## src/design/xpd_pkg.sv

```systemverilog
// constants and state type of the extension-bus peripheral select decoder
package xpd_pkg;

  // register byte addresses on the apb bus
  localparam logic [15:0] SELECT_OFF  = 16'hF024;
  localparam logic [15:0] CONTROL_OFF = 16'hF028;
  localparam logic [15:0] STATUS_OFF  = 16'hF02C;

  // field positions of xbus_peripheral_select
  localparam int          CAN1_BIT    = 0;
  localparam int          CAN2_BIT    = 1;
  localparam int          SRAM_BIT    = 2;
  localparam int          LRAM_BIT    = 3;
  localparam int          RTC_BIT     = 4;
  localparam int          SEL_W       = 5;

  // field positions of the control register
  localparam int          GXE_BIT     = 0;
  localparam int          OSCOFF_BIT  = 1;

  // field positions of the status register
  localparam int          OSC_ST_BIT  = 5;
  localparam int          EMU_ST_BIT  = 6;

  // select reset value and emulation value
  localparam logic [4:0]  SELECT_RST  = 5'h05;
  localparam logic [4:0]  SELECT_ALL  = 5'h1F;

  // address windows (24-bit extension-bus addresses)
  localparam logic [23:0] CAN1_LO     = 24'h00EF00;
  localparam logic [23:0] CAN1_HI     = 24'h00EFFF;
  localparam logic [23:0] CAN2_LO     = 24'h00EE00;
  localparam logic [23:0] CAN2_HI     = 24'h00EEFF;
  localparam logic [23:0] RTC_LO      = 24'h00EC00;
  localparam logic [23:0] RTC_HI      = 24'h00ECFF;
  localparam logic [23:0] SRAM_LO     = 24'h00E000;
  localparam logic [23:0] SRAM_HI     = 24'h00E7FF;
  localparam logic [23:0] LRAM_LO     = 24'h00C000;
  localparam logic [23:0] LRAM_HI     = 24'h00DFFF;

  typedef struct packed {
    logic [4:0]  sel;
    logic        gxe;
    logic        oscoff;
    logic [31:0] rdata;
    logic        can1_stb;
    logic        can2_stb;
    logic        sram_stb;
    logic        lram_stb;
    logic        rtc_stb;
    logic        ext_stb;
    logic        drop_stb;
    logic [23:0] addr;
    logic        wr;
    logic        osc_run;
    logic        can1_gpio;
    logic        can2_gpio;
  } xpd_state_t;

  // state after reset: oscillator running, pins follow the reset enables
  localparam xpd_state_t  STATE_RST   = '{
    sel:       SELECT_RST,
    osc_run:   1'b1,
    can1_gpio: ~SELECT_RST[CAN1_BIT],
    can2_gpio: ~SELECT_RST[CAN2_BIT],
    default:   '0
  };

endpackage

```

## src/design/xpd_decode.sv

```systemverilog
// extension-bus peripheral enable register and address window router
//
// Notes on behaviour
// - first can enable gates first can access
// - first can window external only both off
// - second can enable gates second can access
// - second can window external only both off
// - small ram enable picks internal or external
// - large ram enable picks internal or external
// - calendar window external only if cans off
// - both cans off: whole can range external
// - select register resets to 05h
// - select register frozen after global enable
// - emulation mode forces all five enables
// - calendar off: oscillator stops in power-down
// - calendar on: control bit decides oscillator
//
// The APB slave port was chosen for this implementation.
`timescale 1ns/1ps

module xpd_decode (
  // clock and reset
  input  wire logic        core_clk,
  input  wire logic        reset,
  // apb slave
  input  wire logic        psel,
  input  wire logic        penable,
  input  wire logic        pwrite,
  input  wire logic [15:0] paddr,
  input  wire logic [31:0] pwdata,
  output logic [31:0]      prdata,
  output logic             pready,
  output logic             pslverr,
  // cpu extension-bus access
  input  wire logic        cpu_req,
  input  wire logic        cpu_write,
  input  wire logic [23:0] cpu_addr,
  // routed access strobes
  output logic             can1_sel,
  output logic             can2_sel,
  output logic             small_ram_sel,
  output logic             large_ram_sel,
  output logic             rtc_sel,
  output logic             ext_req,
  output logic             access_dropped,
  output logic [23:0]      route_addr,
  output logic             route_write,
  // mode inputs and side controls
  input  wire logic        emu_mode,
  input  wire logic        powerdown,
  output logic             osc_enable,
  output logic             can1_pins_gpio,
  output logic             can2_pins_gpio
);


  // window table, indexed the same way as the select bits
  localparam int          NWIN = xpd_pkg::SEL_W;
  localparam logic [23:0] WIN_LO [NWIN] = '{
    xpd_pkg::CAN1_LO,
    xpd_pkg::CAN2_LO,
    xpd_pkg::SRAM_LO,
    xpd_pkg::LRAM_LO,
    xpd_pkg::RTC_LO
  };
  localparam logic [23:0] WIN_HI [NWIN] = '{
    xpd_pkg::CAN1_HI,
    xpd_pkg::CAN2_HI,
    xpd_pkg::SRAM_HI,
    xpd_pkg::LRAM_HI,
    xpd_pkg::RTC_HI
  };

  // register state and its next value
  xpd_pkg::xpd_state_t st_r;
  xpd_pkg::xpd_state_t st_nxt;

  // decode helpers
  logic [NWIN-1:0] win_hit;
  logic [NWIN-1:0] win_grant;
  logic [4:0]      eff_sel;
  logic            both_can_off;
  logic            gated_win;
  logic            ram_win;
  logic            int_hit;
  logic            route_ext;
  logic            route_drop;

  // apb helpers
  logic            apb_setup;
  logic            apb_access;
  logic            apb_wr;
  logic            sel_hit;
  logic            ctl_hit;
  logic            sts_hit;
  logic            reg_hit;
  logic [31:0]     rd_mux;

  // emulation overrides the programmed value, never rewrites it
  assign eff_sel = emu_mode ? xpd_pkg::SELECT_ALL : st_r.sel;

  // one comparator pair per window
  genvar gi;
  for (gi = 0; gi < NWIN; gi = gi + 1) begin : g_win
    assign win_hit[gi]   = (cpu_addr >= WIN_LO[gi]) &&
                           (cpu_addr <= WIN_HI[gi]);
    assign win_grant[gi] = win_hit[gi] & eff_sel[gi];
  end

  // calendar and can windows fall back outside only with both cans off;
  // otherwise the access is dropped so no stray external cycle appears
  assign both_can_off = ~eff_sel[xpd_pkg::CAN1_BIT] &
                        ~eff_sel[xpd_pkg::CAN2_BIT];
  assign gated_win    = win_hit[xpd_pkg::CAN1_BIT] |
                        win_hit[xpd_pkg::CAN2_BIT] |
                        win_hit[xpd_pkg::RTC_BIT];
  assign ram_win      = win_hit[xpd_pkg::SRAM_BIT] |
                        win_hit[xpd_pkg::LRAM_BIT];
  assign int_hit      = |win_grant;
  assign route_ext    = ~int_hit & (~gated_win | both_can_off);
  assign route_drop   = ~int_hit & gated_win & ~both_can_off;

  assign apb_setup  = psel & ~penable;
  assign apb_access = psel & penable;
  assign apb_wr     = apb_access & pwrite;
  assign sel_hit    = (paddr == xpd_pkg::SELECT_OFF);
  assign ctl_hit    = (paddr == xpd_pkg::CONTROL_OFF);
  assign sts_hit    = (paddr == xpd_pkg::STATUS_OFF);
  assign reg_hit    = sel_hit | ctl_hit | sts_hit;

  // zero wait states: the answer comes in the first access cycle
  assign pready  = apb_access;
  assign pslverr = apb_access & ~reg_hit;

  // read mux; every unused bit stays zero
  always_comb begin
    rd_mux = 32'h00000000;
    if (sel_hit) begin
      rd_mux[xpd_pkg::SEL_W-1:0] = eff_sel;
    end else if (ctl_hit) begin
      rd_mux[xpd_pkg::GXE_BIT]    = st_r.gxe;
      rd_mux[xpd_pkg::OSCOFF_BIT] = st_r.oscoff;
    end else if (sts_hit) begin
      rd_mux[xpd_pkg::OSC_ST_BIT] = st_r.osc_run;
      rd_mux[xpd_pkg::EMU_ST_BIT] = emu_mode;
    end
  end

  always_comb begin
    st_nxt = st_r;
    // read data is latched in setup and stands through the access phase
    if (apb_setup) begin
      st_nxt.rdata = rd_mux;
    end
    // writes land at the edge where pready is sampled high
    if (apb_wr && sel_hit && !st_r.gxe) begin
      st_nxt.sel = pwdata[xpd_pkg::SEL_W-1:0];
    end
    if (apb_wr && ctl_hit) begin
      // global enable is sticky: only reset clears it
      st_nxt.gxe    = st_r.gxe | pwdata[xpd_pkg::GXE_BIT];
      st_nxt.oscoff = pwdata[xpd_pkg::OSCOFF_BIT];
    end
    // routed strobes stand for one cycle per accepted request
    st_nxt.can1_stb = cpu_req & win_grant[xpd_pkg::CAN1_BIT];
    st_nxt.can2_stb = cpu_req & win_grant[xpd_pkg::CAN2_BIT];
    st_nxt.sram_stb = cpu_req & win_grant[xpd_pkg::SRAM_BIT];
    st_nxt.lram_stb = cpu_req & win_grant[xpd_pkg::LRAM_BIT];
    st_nxt.rtc_stb  = cpu_req & win_grant[xpd_pkg::RTC_BIT];
    st_nxt.ext_stb  = cpu_req & route_ext;
    st_nxt.drop_stb = cpu_req & route_drop;
    if (cpu_req) begin
      st_nxt.addr = cpu_addr;
      st_nxt.wr   = cpu_write;
    end
    // oscillator may only keep running in power-down for an enabled clock
    st_nxt.osc_run   = ~powerdown |
                       (eff_sel[xpd_pkg::RTC_BIT] & ~st_r.oscoff);
    st_nxt.can1_gpio = ~eff_sel[xpd_pkg::CAN1_BIT];
    st_nxt.can2_gpio = ~eff_sel[xpd_pkg::CAN2_BIT];
  end

  always_ff @(posedge core_clk or posedge reset) begin
    if (reset) begin
      st_r <= xpd_pkg::STATE_RST;
    end else begin
      st_r <= st_nxt;
    end
  end

  // every output except pready and pslverr comes straight from the state register
  assign prdata         = st_r.rdata;
  assign can1_sel       = st_r.can1_stb;
  assign can2_sel       = st_r.can2_stb;
  assign small_ram_sel  = st_r.sram_stb;
  assign large_ram_sel  = st_r.lram_stb;
  assign rtc_sel        = st_r.rtc_stb;
  assign ext_req        = st_r.ext_stb;
  assign access_dropped = st_r.drop_stb;
  assign route_addr     = st_r.addr;
  assign route_write    = st_r.wr;
  assign osc_enable     = st_r.osc_run;
  assign can1_pins_gpio = st_r.can1_gpio;
  assign can2_pins_gpio = st_r.can2_gpio;

  first_can_on_a: assert property (
    @(posedge core_clk) disable iff (reset)
    cpu_req && win_grant[xpd_pkg::CAN1_BIT]
    |=> can1_sel)
    else $error("first can access not routed to its module");

  first_can_off_a: assert property (
    @(posedge core_clk) disable iff (reset)
    cpu_req && win_hit[xpd_pkg::CAN1_BIT] && !eff_sel[xpd_pkg::CAN1_BIT]
    |=> !can1_sel)
    else $error("disabled first can module was selected");

  first_can_pins_a: assert property (
    @(posedge core_clk) disable iff (reset)
    !eff_sel[xpd_pkg::CAN1_BIT]
    |=> can1_pins_gpio)
    else $error("first can pins not released");

  can1_window_ext_a: assert property (
    @(posedge core_clk) disable iff (reset)
    cpu_req && win_hit[xpd_pkg::CAN1_BIT] && both_can_off
    |=> ext_req)
    else $error("first can window not sent outside");

  second_can_on_a: assert property (
    @(posedge core_clk) disable iff (reset)
    cpu_req && win_grant[xpd_pkg::CAN2_BIT]
    |=> can2_sel)
    else $error("second can access not routed to its module");

  second_can_off_a: assert property (
    @(posedge core_clk) disable iff (reset)
    cpu_req && win_hit[xpd_pkg::CAN2_BIT] && !eff_sel[xpd_pkg::CAN2_BIT]
    |=> !can2_sel)
    else $error("disabled second can module was selected");

  second_can_pins_a: assert property (
    @(posedge core_clk) disable iff (reset)
    !eff_sel[xpd_pkg::CAN2_BIT]
    |=> can2_pins_gpio)
    else $error("second can pins not released");

  can2_window_ext_a: assert property (
    @(posedge core_clk) disable iff (reset)
    cpu_req && win_hit[xpd_pkg::CAN2_BIT] && both_can_off
    |=> ext_req)
    else $error("second can window not sent outside");

  can_window_drop_a: assert property (
    @(posedge core_clk) disable iff (reset)
    cpu_req && !int_hit && !both_can_off &&
    (win_hit[xpd_pkg::CAN1_BIT] || win_hit[xpd_pkg::CAN2_BIT])
    |=> access_dropped && !ext_req)
    else $error("can window went outside with a can module on");

  small_ram_route_a: assert property (
    @(posedge core_clk) disable iff (reset)
    cpu_req && win_hit[xpd_pkg::SRAM_BIT]
    |=> small_ram_sel == $past(eff_sel[xpd_pkg::SRAM_BIT]) &&
        ext_req == !$past(eff_sel[xpd_pkg::SRAM_BIT]))
    else $error("small ram window routed wrongly");

  large_ram_route_a: assert property (
    @(posedge core_clk) disable iff (reset)
    cpu_req && win_hit[xpd_pkg::LRAM_BIT]
    |=> large_ram_sel == $past(eff_sel[xpd_pkg::LRAM_BIT]) &&
        ext_req == !$past(eff_sel[xpd_pkg::LRAM_BIT]))
    else $error("large ram window routed wrongly");

  calendar_on_a: assert property (
    @(posedge core_clk) disable iff (reset)
    cpu_req && win_grant[xpd_pkg::RTC_BIT]
    |=> rtc_sel)
    else $error("calendar access not routed to the clock");

  calendar_off_a: assert property (
    @(posedge core_clk) disable iff (reset)
    cpu_req && win_hit[xpd_pkg::RTC_BIT] && !eff_sel[xpd_pkg::RTC_BIT]
    |=> ext_req == $past(both_can_off))
    else $error("disabled calendar window routed wrongly");

  route_addr_a: assert property (
    @(posedge core_clk) disable iff (reset)
    cpu_req
    |=> route_addr == $past(cpu_addr) && route_write == $past(cpu_write))
    else $error("routed address does not match the request");

  select_frozen_a: assert property (
    @(posedge core_clk) disable iff (reset)
    st_r.gxe
    |=> $stable(st_r.sel))
    else $error("select register changed after global enable");

  select_write_a: assert property (
    @(posedge core_clk) disable iff (reset)
    apb_wr && sel_hit && !st_r.gxe
    |=> st_r.sel == $past(pwdata[xpd_pkg::SEL_W-1:0]))
    else $error("select write did not land");

  emu_route_a: assert property (
    @(posedge core_clk) disable iff (reset)
    emu_mode && cpu_req && ram_win
    |=> small_ram_sel || large_ram_sel)
    else $error("emulation did not enable the ram windows");

  emu_readback_a: assert property (
    @(posedge core_clk) disable iff (reset)
    emu_mode && apb_setup && sel_hit
    |=> prdata[xpd_pkg::SEL_W-1:0] == xpd_pkg::SELECT_ALL)
    else $error("emulation select value not all ones");

  osc_stop_a: assert property (
    @(posedge core_clk) disable iff (reset)
    powerdown && !eff_sel[xpd_pkg::RTC_BIT]
    |=> !osc_enable)
    else $error("oscillator kept running with calendar off");

  osc_choice_a: assert property (
    @(posedge core_clk) disable iff (reset)
    powerdown && eff_sel[xpd_pkg::RTC_BIT]
    |=> osc_enable == !$past(st_r.oscoff))
    else $error("oscillator ignored its power-down choice");

  no_ext_internal_a: assert property (
    @(posedge core_clk) disable iff (reset)
    cpu_req && int_hit
    |=> !ext_req)
    else $error("enabled internal window went outside");

  one_route_a: assert property (
    @(posedge core_clk) disable iff (reset)
    $onehot0({can1_sel, can2_sel, small_ram_sel, large_ram_sel,
              rtc_sel, ext_req, access_dropped}))
    else $error("more than one route for one access");

  upper_zero_a: assert property (
    @(posedge core_clk) disable iff (reset)
    apb_setup && sel_hit
    |=> prdata[31:xpd_pkg::SEL_W] == '0)
    else $error("upper select bits read nonzero");

endmodule // xpd_decode

```

## config.mk

```make
export PLATFORM = sky130hd
export DESIGN_NAME = xpd_decode
export DESIGN_NICKNAME = d
export VERILOG_FILES = /design/src/design/xpd_pkg.sv /design/src/design/xpd_decode.sv
export SDC_FILE = /design/constraint.sdc
export NUM_CORES = 1
export LEC_CHECK = 0
export BUFFER_PORTS_ARGS = -buffer_cell sky130_fd_sc_hd__clkbuf_2
export CORE_MARGIN = 1.5
export CORE_UTILIZATION = 25
export CTS_BUF_LIST = sky130_fd_sc_hd__clkbuf_2
export DETAILED_ROUTE_END_ITERATION = 7
export HOLD_SLACK_MARGIN = 0.15
export SLEW_MARGIN = 20
export SYNTH_ARGS = -nofsm -noshare
export SYNTH_HDL_FRONTEND = slang
export SYNTH_SLANG_ARGS = --single-unit
```

## constraint.sdc

```tcl
create_clock -name core_clk -period 2.8 [get_ports core_clk]
set_clock_uncertainty 0.15 [all_clocks]
set_input_delay 0.56 -clock core_clk [delete_from_list [all_inputs] [get_ports core_clk]]
set_output_delay 0.56 -clock core_clk [all_outputs]
set_load 0.005 [all_outputs]
```

==> impl_metrics.tcl <==
set metrics [dict create \
    firstDrtPassIters 4 \
    cp-end-kind "primary output" \
    power_frac_comb_pct 16.2 \
    p_leak_nw 1.495 \
    arrival_ps 1830 \
    core_area_sq_um 9819 \
    num_rows 36 \
    drcViolationCount 0 \
    path_cells "clkbuf_2 > or4_4 > nor4_4 > o21ai_0 > and2_1 > clkbuf_2" \
    synth.avg_cell_area_sq_um 11.45 \
    clkSinkCount 49 \
    grt-ovfl-total 0 \
    synthArstFlopShare_pct 100.0 \
    post-place-ws_ps 205.0 \
    cts-root-buf "clkbuf_2" \
    fp.dieArea_sq_um 10830 \
    drive_gt1_share_pct 49.19 \
    outcome "complete, no violations" \
    start_kind "input pin" \
    start_util_pct 25.99 \
    slowest_delay_ps 530 \
    area_growth_pct 20.78 \
    die_w_um 104.0 \
    htree_levels 2 \
    routedWlPerCell_um 12.27 \
    netlist_top_cells_area "dfrtp_1 (44%), buf_4 (16%), mux2_2 (11%), dfstp_2 (4.1%), mux2_4 (2.9%)" \
    fmax_ghz 0.3942 \
    final_util_pct 31.40 \
    nets 389 \
    yosysSeqAreaShare_pct 48.24 \
    syn_inst 223 \
    path_clk_slew_ps 280 \
    io_pins 150 \
    syn-cell-area_sq_um 2552 \
    dp_hpwl_um 4227 \
    antenna_cells 0 \
    internal_power_mw 0.9356 \
    rrSetupSlack_ps 1140 \
    dr_total_vias 1775 \
    rsz0062_at_grt "false" \
    grt_util_all_layers_pct 10.37 \
    irDropWorstVdd_v 0.0001438 \
    grt_pass1_wl_um 8914 \
    p_sw_share_pct 28.72 \
    cap_violations 0 \
    numCtsBuffers 5 \
    fin_crit_sh_pct 90.59 \
    clk_latency_ps 440 \
    synth_area_leader_cell "dfrtp_1" \
    ant_nets 0 \
    drt-initial-drc-count 27 \
    crit_slowest_cell "or4_4" \
    required_ps 2090 \
    cp_common_cell "clkbuf_2" \
    synth_edf_count 0 \
    hold_violations 0 \
    place.gp.congestion 0.7619 \
    max-slew-margin-rel_pct 52.37 \
    min_period_ps 2537 \
    clkPwrFrac_pct 25.4 \
    placement.io_buffers 97 \
    grt_pass1_vias 1788 \
    synth_top_area_share_pct 44.12 \
    ys_types 40 \
    p_sw_mw 0.3769 \
    finalSetupTns_ps 0 \
    die_h_um 104.0 \
    grt_max_degree 33 \
    ys_seq_elements 49 \
    ys_top_cells_by_count "buf_4 (56), dfrtp_1 (45), mux2_2 (25), nand2_1 (12), o21ai_0 (11)" \
    viasPerCell 4.016 \
    power.density_nw_per_um2 425.7 \
    setup_violations 0 \
    setup_ws_ps 263.4 \
    yosys_most_used_dff "dfrtp_1" \
    cts_buffer_depth 2 \
    critPathMaxFanout 2 \
    seqPwrFrac_pct 58.5 \
    cts_resized 0 \
    setup.worst_path.class "input pin to primary output" \
    cts_tree "built" \
    yosysWarnings 0 \
    wl_um 5425 \
    maxSlewViolCount 0 \
    worst_slew_pin_slew_ps 714.5 \
    hp-class "input pin to flip-flop" \
    yosysMostFrequentCell "buf_4" \
    antenna_found_initial 0 \
    largest_reg_flops 24 \
]
## through the flow
stage	instance area (sq um)	total power [mW]	hold slack (ps)	instances
3_5_place_dp	2849	0.9769	291.0	416
2_1_floorplan	2643	0.9429	272.1	247
6_report	3083	1.313	203.4	442
4_1_cts	3063	1.345	157.5	440
5_1_grt	3083	1.395	154.3	442
3_3_place_gp	2849	0.9707	290.9	416
## metal layers
metal / share of wire, % / vias to the layer above / wire length [um] / global-route usage (%)
li1: - / 861 / - / -
met1: 41 / 854 / 2248 / 12.11
met2: 52 / 56 / 2822 / 18.31
met3: 5.3 / 4 / 290 / 2.632
met4: 1.2 / 0 / 64 / 3.770
met5: 0 / - / 0 / 0
## cell usage in the layout (no fill, tap or decap), types with 2 or more instances in the layout
cell type	netlist	routed
clkbuf_2	0	102
dfrtp_1	45	45
mux2_2	25	25
conb_1	1	25
dlygate4sd3_1	0	18
nand2_1	12	12
o21ai_0	11	11
nor2_1	8	8
mux2_4	5	5
and2_1	4	4
nor4_1	4	4
dfstp_2	4	4
or4_4	3	3
o31ai_1	3	3
nand3_1	3	3
nor3_1	3	3
nand4_1	3	3
buf_4	56	3
nor3b_1	2	2
nand4b_1	2	2
inv_1	3	2
## cells by family (layout without fill, tap and decap cells)
family	count (synthesis)	after routing	synth area share, %
simple gates	57	57	14.17
other cells	1	25	0.1469
flops	49	49	48.24
compound gates	19	19	4.706
mux	30	30	13.97
buf+inv	67	129	18.77
## area by class of cell
cell class / instances / area (sq um)
multi-input cells: 131 / 932.1
fillers: 1065 / 6736
inverters: 3 / 11.26
well taps: 133 / 166.4
clock inverters: 3 / 28.78
flip-flops and latches: 49 / 1231
repair buffers: 118 / 688.2
clock buffers: 5 / 25.02
## critical path: cells and delay by family
kind	cells	cell delay, ps
buffers and inverters	2	180
and+or+nand+nor	3	960
AOI/OAI and AO/OA	1	120
## timing repair
action | CTS | global route
hold buffers | 16 | 2
setup buffers | 0 | 0
hold endpoints to repair | 32 | 3
## final timing paths
| path | from | endpoint | depth (start not counted) |
|---|---|---|---|
| setup / recovery | paddr[7] | pslverr | 6 |
| hold / removal | cpu_addr[17] | route_addr[17] | 2 |
| setup reg to reg | st_r[68] | st_r[73] | 3 |
| hold reg to reg | st_r[67] | osc_enable | 1 |
| max in group asynchronous | reset | st_r[71] | 4 |
| min in group asynchronous | reset | route_addr[20] | 3 |
## power groups by stage
| stage | Clock (mW) | Combinational, mW | Sequential, mW |
|---|---|---|---|
| CTS | 0.361 | 0.215 | 0.769 |
| global placement | 0 | 0.193 | 0.778 |
| detailed placement | 0 | 0.197 | 0.780 |
| global route | 0.384 | 0.237 | 0.775 |
| floorplan | 0 | 0.167 | 0.776 |
| finish | 0.333 | 0.212 | 0.767 |
Note: power is estimated with default switching activity, not from simulation.
